**config.mk**
```make
export PLATFORM = sky130hd
export DESIGN_NAME = nvh_host
export DESIGN_NICKNAME = d
export VERILOG_FILES = /design/src/nvh_pkg.sv /design/src/nvh_timer.sv /design/src/nvh_host.sv
export SDC_FILE = /design/constraint.sdc
export NUM_CORES = 1
export LEC_CHECK = 0
export ABC_AREA = 1
export BUFFER_PORTS_ARGS = -buffer_cell sky130_fd_sc_hd__buf_4
export CAP_MARGIN = 20
export CORE_MARGIN = 4
export CORE_UTILIZATION = 55
export DETAILED_ROUTE_END_ITERATION = 7
export GPL_ROUTABILITY_DRIVEN = 0
export PLACE_DENSITY = 0.8
export SYNTH_ARGS = -nofsm -noshare
export SYNTH_HDL_FRONTEND = slang
export SYNTH_SLANG_ARGS = --single-unit
```
**constraint.sdc**
```tcl
create_clock -name clock_i -period 3.5 [get_ports clock_i]
set_clock_uncertainty 0.05 [all_clocks]
set_input_delay 0.7 -clock clock_i [delete_from_list [all_inputs] [get_ports clock_i]]
set_output_delay 0.7 -clock clock_i [all_outputs]
set_load 0.02 [all_outputs]
```
**src/nvh_pkg.sv**
```systemverilog
// constants for the nonvolatile sram host: sequence addresses and timing
// assumes a 100 MHz system clock and the slow speed grade of the memory
package nvh_pkg;
  // widths of the memory pins
  localparam int ADDR_W = 15;
  localparam int DATA_W = 8;
  localparam int SEQ_ADDR_W = 14;   // only the low bits select sequence steps
  localparam int STEP_W = 3;
  localparam logic [STEP_W-1:0] STEP_LAST = 3'h5;  // sixth read, 0-based
  localparam logic [STEP_W-1:0] STEP_FIRST = 3'h0;
  localparam int PREFIX_LEN = 5;

  // fixed prefix of five reads shared by save and restore
  localparam logic [0:PREFIX_LEN-1][SEQ_ADDR_W-1:0] SEQ_PREFIX = {
    14'h0e38, 14'h31c7, 14'h03e0, 14'h3c1f, 14'h303f};
  localparam logic [SEQ_ADDR_W-1:0] SEQ_SAVE_LAST = 14'h0fc0;
  localparam logic [SEQ_ADDR_W-1:0] SEQ_RESTORE_LAST = 14'h0c63;

  // clock and access timing
  localparam int CLK_NS = 10;
  localparam int ACCESS_NS = 45;    // chip select access time, slow grade
  localparam int ACCESS_CYC = (ACCESS_NS + CLK_NS - 1) / CLK_NS;
  localparam int SYNC_STAGES = 2;   // data input synchroniser depth
  localparam int STROBE_CYC = ACCESS_CYC + SYNC_STAGES;

  // nonvolatile busy times
  localparam int SAVE_DURATION_MS = 10;
  localparam int RESTORE_DURATION_US = 20;
  localparam int POWERUP_RESTORE_DURATION_US = 550;
  localparam int SAVE_CYC = SAVE_DURATION_MS * 1000000 / CLK_NS;
  localparam int RESTORE_CYC = RESTORE_DURATION_US * 1000 / CLK_NS;
  localparam int POWERUP_CYC = POWERUP_RESTORE_DURATION_US * 1000 / CLK_NS;
  localparam int CNT_W = 20;

  // controller states
  typedef enum logic [2:0] {
    ST_PWRUP, ST_IDLE, ST_SETUP, ST_STROBE, ST_RECOVER, ST_NVWAIT
  } nvh_state_t;
endpackage

```
**src/nvh_timer.sv**
```systemverilog
// down counter used for strobe widths and nonvolatile busy waits
// assumes a single clock; load wins over counting
`timescale 1ns/1ps
module nvh_timer #(
  parameter int CNT_W = 20,
  parameter logic [CNT_W-1:0] INIT = '0
) (
  input wire logic clock_i,
  input wire logic reset_i,
  input wire logic load_i,
  input wire logic [CNT_W-1:0] load_val_i,
  output logic done_o
);
  logic [CNT_W-1:0] count_reg;  // cycles left
  logic [CNT_W-1:0] count_next;
  wire count_zero = (count_reg == '0);

  // reload, else count down and rest at zero
  assign count_next = load_i ? load_val_i :
                      count_zero ? count_reg : count_reg - 1'b1;
  // done ignores load so no loop runs back through the caller's decode;
  // the host never loads while it waits on done
  assign done_o = count_zero;

  // counter register starts at the power-up wait
  always_ff @(posedge clock_i or posedge reset_i) begin
    if (reset_i) begin
      count_reg <= INIT;
    end else begin
      count_reg <= count_next;
    end
  end
endmodule

```
**src/nvh_host.sv**
```systemverilog
// host controller for an asynchronous nonvolatile sram with software
// save and restore; drives address, chip select, write and output gate.
// assumes the memory pins are wired straight to the device and that the
// bidirectional data wire is resolved outside from dq_oe_o.
`timescale 1ns/1ps
module nvh_host #(
  parameter int SAVE_CYCLES = nvh_pkg::SAVE_CYC,
  parameter int RESTORE_CYCLES = nvh_pkg::RESTORE_CYC,
  parameter int POWERUP_CYCLES = nvh_pkg::POWERUP_CYC
) (
  input wire logic clock_i,
  input wire logic reset_i,
  input wire logic req_valid_i,
  input wire logic req_write_i,
  input wire logic [nvh_pkg::ADDR_W-1:0] req_addr_i,
  input wire logic [nvh_pkg::DATA_W-1:0] req_wdata_i,
  input wire logic save_req_i,
  input wire logic restore_req_i,
  output logic ready_o,
  output logic rd_valid_o,
  output logic [nvh_pkg::DATA_W-1:0] rd_data_o,
  output logic nv_done_o,
  output logic busy_o,
  output logic [nvh_pkg::ADDR_W-1:0] mem_addr_o,
  output logic mem_ce_n_o,
  output logic mem_we_n_o,
  output logic mem_oe_n_o,
  output logic [nvh_pkg::DATA_W-1:0] mem_dq_o,
  output logic mem_dq_oe_o,
  input wire logic [nvh_pkg::DATA_W-1:0] mem_dq_i
);
  localparam int CW = nvh_pkg::CNT_W;

  // refuse counts the timer cannot hold
  if (SAVE_CYCLES < 1 || SAVE_CYCLES >= 2**CW ||
      RESTORE_CYCLES < 1 || RESTORE_CYCLES >= 2**CW ||
      POWERUP_CYCLES < 1 || POWERUP_CYCLES >= 2**CW ||
      nvh_pkg::STROBE_CYC < 1) begin : g_bad_count
    $error("nvh_host: timing count out of timer range");
  end

  nvh_pkg::nvh_state_t state_reg, state_next;  // controller state
  logic [nvh_pkg::ADDR_W-1:0] addr_reg, addr_next;  // address on the pins
  logic [nvh_pkg::DATA_W-1:0] wdata_reg, wdata_next;  // write data
  logic is_write_reg, is_write_next;  // current access is a write
  logic in_seq_reg, in_seq_next;  // walking a save or restore sequence
  logic kind_reg, kind_next;  // 1 restore, 0 save
  logic [nvh_pkg::STEP_W-1:0] step_reg, step_next;  // sequence step
  logic ce_n_reg, we_n_reg, oe_n_reg, dq_oe_reg;  // registered pin strobes
  logic [nvh_pkg::DATA_W-1:0] dq_meta_reg, dq_sync_reg;  // synchroniser
  logic [nvh_pkg::DATA_W-1:0] rdata_reg;  // captured read data
  logic rd_valid_reg, nv_done_reg;  // one-cycle answers
  logic timer_load;
  logic [CW-1:0] timer_val;
  logic timer_done;

  // decode of the idle-time requests, save first, then restore, then access
  wire in_idle = (state_reg == nvh_pkg::ST_IDLE);
  wire take_save = in_idle && save_req_i;
  wire take_restore = in_idle && !save_req_i && restore_req_i;
  wire take_seq = take_save || take_restore;
  wire take_acc = in_idle && !take_seq && req_valid_i;
  wire strobe_end = (state_reg == nvh_pkg::ST_STROBE) && timer_done;
  wire seq_last = (step_reg == nvh_pkg::STEP_LAST);
  wire [nvh_pkg::STEP_W-1:0] step_inc = step_reg + 1'b1;

  // next step address from registers only, so no comb loop; top bit zero
  wire [nvh_pkg::SEQ_ADDR_W-1:0] last_addr = kind_reg ?
       nvh_pkg::SEQ_RESTORE_LAST : nvh_pkg::SEQ_SAVE_LAST;
  wire [nvh_pkg::SEQ_ADDR_W-1:0] seq_addr_sel =
       (step_inc == nvh_pkg::STEP_LAST) ? last_addr :
       nvh_pkg::SEQ_PREFIX[step_inc];
  wire [CW-1:0] busy_val = kind_reg ? CW'(RESTORE_CYCLES - 1) :
                           CW'(SAVE_CYCLES - 1);

  // next-state logic; user requests wait while a sequence runs, so nothing
  // can break into the six reads
  always_comb begin
    state_next = state_reg;
    addr_next = addr_reg;
    wdata_next = wdata_reg;
    is_write_next = is_write_reg;
    in_seq_next = in_seq_reg;
    kind_next = kind_reg;
    step_next = step_reg;
    timer_load = 1'b0;
    timer_val = CW'(nvh_pkg::STROBE_CYC - 1);
    unique case (state_reg)
      nvh_pkg::ST_PWRUP: begin
        // device restores itself after supply comes up; wait it out
        if (timer_done) begin
          state_next = nvh_pkg::ST_IDLE;
        end
      end
      nvh_pkg::ST_IDLE: begin
        if (take_seq) begin
          in_seq_next = 1'b1;
          kind_next = take_restore;
          step_next = nvh_pkg::STEP_FIRST;
          is_write_next = 1'b0;
          addr_next = {1'b0, nvh_pkg::SEQ_PREFIX[nvh_pkg::STEP_FIRST]};
          state_next = nvh_pkg::ST_SETUP;
        end else if (take_acc) begin
          in_seq_next = 1'b0;
          is_write_next = req_write_i;
          addr_next = req_addr_i;
          wdata_next = req_wdata_i;
          state_next = nvh_pkg::ST_SETUP;
        end
      end
      nvh_pkg::ST_SETUP: begin
        // address settled one cycle with chip select high
        timer_load = 1'b1;
        state_next = nvh_pkg::ST_STROBE;
      end
      nvh_pkg::ST_STROBE: begin
        if (timer_done) begin
          state_next = nvh_pkg::ST_RECOVER;
        end
      end
      nvh_pkg::ST_RECOVER: begin
        // chip select high again; each step gets its own falling edge
        if (in_seq_reg && seq_last) begin
          timer_load = 1'b1;
          timer_val = busy_val;
          state_next = nvh_pkg::ST_NVWAIT;
        end else if (in_seq_reg) begin
          step_next = step_inc;
          addr_next = {1'b0, seq_addr_sel};
          state_next = nvh_pkg::ST_SETUP;
        end else begin
          state_next = nvh_pkg::ST_IDLE;
        end
      end
      nvh_pkg::ST_NVWAIT: begin
        // device is deaf until the nonvolatile cycle is over
        if (timer_done) begin
          in_seq_next = 1'b0;
          state_next = nvh_pkg::ST_IDLE;
        end
      end
      default: begin
        state_next = nvh_pkg::ST_IDLE;
      end
    endcase
  end

  // pin strobes for the coming state, registered so the pins never glitch
  wire strobe_next = (state_next == nvh_pkg::ST_STROBE);
  wire ce_n_next = !strobe_next;
  wire we_n_next = !(strobe_next && is_write_next);
  wire oe_n_next = !(strobe_next && !is_write_next);
  wire dq_oe_next = strobe_next && is_write_next;

  // state and access registers
  always_ff @(posedge clock_i or posedge reset_i) begin
    if (reset_i) begin
      state_reg <= nvh_pkg::ST_PWRUP;
      addr_reg <= '0;
      wdata_reg <= '0;
      is_write_reg <= 1'b0;
      in_seq_reg <= 1'b0;
      kind_reg <= 1'b0;
      step_reg <= '0;
    end else begin
      state_reg <= state_next;
      addr_reg <= addr_next;
      wdata_reg <= wdata_next;
      is_write_reg <= is_write_next;
      in_seq_reg <= in_seq_next;
      kind_reg <= kind_next;
      step_reg <= step_next;
    end
  end

  // pin strobe registers, ce, we and oe idle high and dq_oe_reg low after reset
  always_ff @(posedge clock_i or posedge reset_i) begin
    if (reset_i) begin
      ce_n_reg <= 1'b1;
      we_n_reg <= 1'b1;
      oe_n_reg <= 1'b1;
      dq_oe_reg <= 1'b0;
    end else begin
      ce_n_reg <= ce_n_next;
      we_n_reg <= we_n_next;
      oe_n_reg <= oe_n_next;
      dq_oe_reg <= dq_oe_next;
    end
  end

  // two-stage synchroniser for the data pins
  always_ff @(posedge clock_i or posedge reset_i) begin
    if (reset_i) begin
      dq_meta_reg <= '0;
      dq_sync_reg <= '0;
    end else begin
      dq_meta_reg <= mem_dq_i;
      dq_sync_reg <= dq_meta_reg;
    end
  end

  // capture read data; sequence reads are discarded, the sixth floats
  wire capture = strobe_end && !is_write_reg && !in_seq_reg;
  always_ff @(posedge clock_i or posedge reset_i) begin
    if (reset_i) begin
      rdata_reg <= '0;
      rd_valid_reg <= 1'b0;
      nv_done_reg <= 1'b0;
    end else begin
      if (capture) begin
        rdata_reg <= dq_sync_reg;
      end
      rd_valid_reg <= (state_reg == nvh_pkg::ST_RECOVER) && !in_seq_reg;
      nv_done_reg <= (state_reg == nvh_pkg::ST_NVWAIT) && timer_done;
    end
  end

  // strobe width, busy and power-up waits share one counter
  nvh_timer #(
    .CNT_W(CW),
    .INIT(CW'(POWERUP_CYCLES - 1))
  ) u_timer (
    .clock_i(clock_i),
    .reset_i(reset_i),
    .load_i(timer_load),
    .load_val_i(timer_val),
    .done_o(timer_done)
  );

  // outputs
  assign ready_o = in_idle;
  assign busy_o = !in_idle;
  assign rd_valid_o = rd_valid_reg;
  assign rd_data_o = rdata_reg;
  assign nv_done_o = nv_done_reg;
  assign mem_addr_o = addr_reg;
  assign mem_ce_n_o = ce_n_reg;
  assign mem_we_n_o = we_n_reg;
  assign mem_oe_n_o = oe_n_reg;
  assign mem_dq_o = wdata_reg;
  assign mem_dq_oe_o = dq_oe_reg;

  // expected sequence address for the step on the pins
  wire [nvh_pkg::SEQ_ADDR_W-1:0] seq_expect = seq_last ?
       (kind_reg ? nvh_pkg::SEQ_RESTORE_LAST : nvh_pkg::SEQ_SAVE_LAST) :
       nvh_pkg::SEQ_PREFIX[step_reg];
endmodule

```
## After elaboration in Yosys (flattened, before gate mapping)

Memory sizes are Yosys's and may differ from the RTL's.
Cells that the tools add are included.

| operators by class | value |
|---|---|
| add/subtract/negate cells | 2 |
| order comparisons | 1 |
| equal/unequal tests | 14 |
| multiplexer cells | 34 |
| bitwise gates (word level) | 2 |
| reductions and logical operators | 33 |

Operator list:

| operator | count |
|---|---|
| 20-bit two-way mux | 5 |
| 15-bit two-way mux | 4 |
| 14-bit two-way mux | 3 |
| 15-bit one-hot mux with 2 select lines | 1 |
| 3-bit two-way mux | 8 |
| 20-bit logical NOT | 1 |
| 20-bit by 1-bit subtractor with 20-bit output (second input constant) | 1 |
| 3-bit one-hot mux with 5 select lines | 1 |
| 1-bit logical AND | 13 |
| 3-bit == test (second input constant) | 4 |
| 10-bit two-way mux | 1 |
| 3-bit by 2-bit == test with 1-bit output (second input constant) | 3 |
| 1-bit logical NOT | 9 |
| 4-bit AND reduction | 2 |
| 1-bit two-way mux | 7 |
| 2-bit != test (second input constant) | 3 |
| 3-bit one-hot mux with 2 select lines | 1 |
| 3-bit AND reduction | 2 |
| 4-bit greater-or-equal comparator (second input constant) | 1 |
| 2-bit by 1-bit != test with 1-bit output (second input constant) | 2 |
| 3-bit inverter with 4-bit output | 1 |
| 1-bit one-hot mux with 2 select lines | 2 |
| 2-bit nonzero test | 2 |
| 3-bit by 1-bit adder with 3-bit output (second input constant) | 1 |
| 8 further kinds | 8 |

| word-level totals | value |
|---|---|
| register bits | 82 |
| ROM bits | 112 |
| bits of input ports | 37 |
| output and inout port bits | 39 |
| word-level logic and storage cells | 104 |
| memories kept | 1 |

Memory list:

| memory | depth | bits a word | rd ports | clocked after Yosys merged registers in | write ports | line | source |
|---|---|---|---|---|---|---|---|
| (no name shown) | 8 | 14 | 1 | 0 | 0 | nvh_host.sv:72 | `nvh_pkg::SEQ_PREFIX[step_inc];` |

## Depth between registers and ports, before layout

| logic depth | value |
|---|---|
| depth in word-level cells | 13 |
| gate-level depth with buffers | 12 |
| gate-level depth less buffers | 11 |

## Modules after synthesis

From an unflattened synthesis, not the netlist that was laid out.

| second synthesis, totals | value |
|---|---|
| cells, all modules | 500 |
| area, all modules | 4078.9 um^2 |

Modules (own cells, without submodules):

| module | times used | cells an instance | area each (um^2) | sequential area each (um^2) |
|---|---|---|---|---|
| nvh_host | 1 | 305 | 2653.8 | 1555.2 |
| nvh_timer | 1 | 195 | 1425.1 | 514.2 |

## Worst setup path before layout

Ideal clock, no wire load.

| timing | value |
|---|---|
| kind | register to register |
| start | register state_reg[1] |
| end | register addr_reg, in the netlist mem_addr_o[3] |
| library setup time | 0.116 ns |
| data arrival time | 1.490 ns |
| required time | 3.334 ns |
| slack | 1.844 ns |
| cell stages (with the launch flop) | 13 |
| path buffers | 2 |
| clock period less this slack | 1.656 ns |
| cell sequence | dfrtp_1 inv_1 nand2_2 nor2_4 o21ai_4 nand2_4 inv_4 nand2_4 nand2_4 buf_6 buf_12 nand2_2 nand2_1 |

| on the way | value |
|---|---|
| word-level cells in the longest chain between the ends | 9 |
| elaborated cells between the ends (all ways) | 16 |
| those cells by class | eq/ne (5); mux (2); reduce/logical (9) |

Ends and longest elaborated chain:

| item | line | source |
|---|---|---|
| start, declared | nvh_host.sv:42 | `nvh_pkg::nvh_state_t state_reg, state_next;` |
| start signal, assigned | nvh_host.sv:158 | `state_reg <= nvh_pkg::ST_PWRUP;` |
| start signal, assigned | nvh_host.sv:166 | `state_reg <= state_next;` |
| 3-bit by 1-bit == test with 1-bit output * | nvh_host.sv:58 | `wire in_idle = (state_reg == nvh_pkg::ST_IDLE);` |
| net ready_o | nvh_host.sv:19 | `output logic ready_o,` |
| 1-bit logical AND (2 in series) | nvh_host.sv:60 | `wire take_restore = in_idle && !save_req_i && restore_req_i;` |
| 1-bit logical OR | nvh_host.sv:61 | `wire take_seq = take_save \|\| take_restore;` |
| 1-bit logical NOT | nvh_host.sv:62 | `wire take_acc = in_idle && !take_seq && req_valid_i;` |
| 1-bit logical AND (2 in series) | nvh_host.sv:62 |  |
| 3-bit by 1-bit != test with 1-bit output (no line) | - |  |
| 4-bit AND reduction (no line) | - |  |
| end signal, assigned | nvh_host.sv:167 | `addr_reg <= addr_next;` |
| end, declared | nvh_host.sv:43 | `logic [nvh_pkg::ADDR_W-1:0] addr_reg, addr_next;` |

The timed path passes the listed nets; every way through them passes the cells marked *.
A chain may end at the register's enable or synchronous reset.

## Final worst setup path

| timing | value |
|---|---|
| start | register state_reg[2] |
| end | output busy_o |

| on the way | value |
|---|---|
| word-level cells in the longest chain between the ends | 2 |

Ends and longest elaborated chain:

| item | line | source |
|---|---|---|
| 3-bit by 1-bit == test with 1-bit output | nvh_host.sv:58 |  |
| 1-bit logical NOT | nvh_host.sv:232 | `assign busy_o = !in_idle;` |
| end, declared | nvh_host.sv:23 | `output logic busy_o,` |

Every way passes these cells.

==> flow_summary_export.csv <==
group,metric,value,unit
run_status,status,"complete, no violations",
finish,n_antenna_cell,0,
yosys,ys_async_sr_fraction,100,%
global_routing,grt_start_max_net_pins,83,
critical_path,required,2750,ps
critical_path,critPathLaunchType,"flop",
finish,largest_reg_flops,20,
floorplan,core_area,6830,sq um
global_routing,grt_pass1_vias,3469,
sta,tightest_slew,577,ps
drt,wl_per_cell,14.3,um
job,maxCapViolations,0,
sta,fmax,466,MHz
clock_tree,clkSlewWorstSetupHoldPaths,90,ps
min_path,min_to,"dq_sync_reg[5]",
drt,drc_errors,0,
clock_tree,cts_tree,"done",
power,p_leak,2.61,nW
critical_path,path_max_fanout,6,
finish,drive_above_1_share,25.4,%
placed_design,hpwl,6470,um
global_routing,gr-usage-all-layers,23.0,%
critical_path,reg2regPathDepth,8,
yosys,synth-main-ff-cell,"dfrtp_1",
yosys,synth_most_common_cell,"nand2_1",
yosys,yosys.area.top_type,"dfrtp_1",
sta,hold_viol_final,0,
yosys,synth_nets,511,
sta,finalSetupViolations,0,
drt,routed_wl,9290,um
finish,area_delta_synth_final,22.5,%
clock_tree,ctsLongestPathBuffers,2,
yosys,synth_edf_count,0,
floorplan,die_area,8520,sq um
yosys,synthCells,469,
power,irDropWorstVdd,0.551,mV
placed_design,io_buffers,75,
min_path,min-delay-start,"dq_meta_reg[5]",
power,powerDensity,892,nW/um^2
clock_tree,clkLatencyLatePin,350,ps
sta,hold_ws,309,ps
critical_path,r2r_slack,1460,ps
finish,final_area,4790,sq um
critical_path,r2r-start,"u_timer.count_reg[0]",
yosys,synth_common_cells,"nand2_1 (165), dfrtp_1 (68), nor2_1 (53)",
drt,drt_iter0_drc,227,
yosys,synth_cell_types,32,
yosys,yosys_warnings,0,
sta,slew_violations,0,
yosys,syn-cell-area,3910,sq um
critical_path,crit_type,"reg2out",
clock_tree,hold_buffers,0,
sta,post-route-min-period,2150,ps
critical_path,arrival,1400,ps
clock_tree,numClockSinks,82,
sta,max-slew-margin-rel,61.4,%
global_routing,antenna_found_initial,0,
drt,via_per_inst,5.21,
power,finalPower,4.27,mW
global_routing,grt_overflow,0,
placed_design,placed_area,4560,sq um
clock_tree,htreeDepth,3,
drt,postRouteAntennaNets,0,
sta,fin_crit_sh,61.3,%
yosys,ys_seq_elements,82,
floorplan,die_h,92.3,um
floorplan,ioPinCount,76,
finish,final_nets,593,
drt,num_vias,3399,
yosys,synth.avg_cell_area,8.34,sq um
sta,finalSetupTns,0,ps
critical_path,r2r_end,"u_timer.count_reg[19]",
drt,drtPass1Iterations,5,
global_routing,grt_pass1_wl,15600,um
floorplan,start_util,57.2,%
yosys,synth.area.top_cells,"dfrtp_1 (44%), nand2_1 (16%), dfstp_2 (9.4%)",
sta,rsz0062_at_grt,"false",
min_path,hold_path.class,"reg2reg",
finish,fin_util,70.1,%
min_path,holdPathStages,0,
floorplan,fp-row-count,30,
floorplan,dieWidth,92.3,um
yosys,yosysSeqAreaShare,52.9,%
clock_tree,cts_resized,0,
clock_tree,cts_setup_buffers,0,
clock_tree,cts_made_buffers,9,
clock_tree,root_buffer,"clkbuf_8",
yosys,yosysTopAreaCellShare,43.5,%
critical_path,critPathCaptureType,"output pin",
[critical path, stage by stage (launching register included)]
cell,delay (ps)
dfrtp_1,540
inv_1,140
nand2_1,190
buf_4,180
[placed cells by master, fill, tap and decap left out, types with 3 or more instances in the layout]
cell type    n
nor2_1      53
a21oi_1     19
inv_2        4
buf_4       76
nor3_1       5
dfrtp_1     68
inv_1       35
xor2_1       7
nand4_1     11
nand2_1    165
nor2_2       4
nor2_4       3
nand3_1     21
ha_1         5
xnor2_1      4
dfstp_2     14
inv_6        3
o21ai_0     16
nand2_4      5
nand2_2     10
clkbuf_8     9
[report_power, final]
group	internal, mW	switching (mW)
registers	1.31	0.245
logic	0.691	1.24
clock network	0.415	0.377
[cells by family after synthesis]
group / Yosys count / synth area share, %
adders and majority gates: 5 / 1.60
and+or+nand+nor: 282 / 31.5
DFF: 82 / 52.9
xor gates and xnor gates: 11 / 2.46
AOI/OAI and AO/OA: 42 / 5.95
buffers and inverters: 47 / 5.57
[area by class of cell]
| class | instances | area [sq um] |
|---|---|---|
| Fill cell | 537 | 2040 |
| Inverter | 41 | 158 |
| Sequential cell | 82 | 2070 |
| Multi-Input combinational cell | 340 | 1620 |
| Timing Repair Buffer | 77 | 591 |
| Clock buffer | 9 | 124 |
| Tap cell | 96 | 120 |
| Clock inverter | 7 | 105 |
[metrics by stage]
stage / instances / worst slack (ps)
3_5_place_dp: 636 / 1510
2_1_floorplan: 469 / 665
3_3_place_gp: 636 / 1560
5_1_grt: 652 / 1270
6_report: 652 / 1350
4_1_cts: 652 / 1370
[how the worst max path moves through the flow]
stage                      start        endpoint  cells past startpoint
floorplan                reset_i  dq_meta_reg[0]                      1
global placement      save_req_i   mem_addr_o[8]                      9
detailed placement    save_req_i   mem_addr_o[7]                      9
CTS                 state_reg[2]          busy_o                      3
global route        state_reg[2]          busy_o                      3
finish              state_reg[2]          busy_o                      3
[layer usage]
| metal | vias up | part of all wire (%) | global-route usage (%) |
|---|---|---|---|
| met5 | - | 0 | 0 |
| met4 | 0 | 2.1 | 9.03 |
| met3 | 21 | 5.3 | 4.55 |
| met2 | 135 | 50 | 38.8 |
| met1 | 1606 | 42 | 29.2 |
| li1 | 1637 | - | - |
Power figures use the tool's default switching activity.
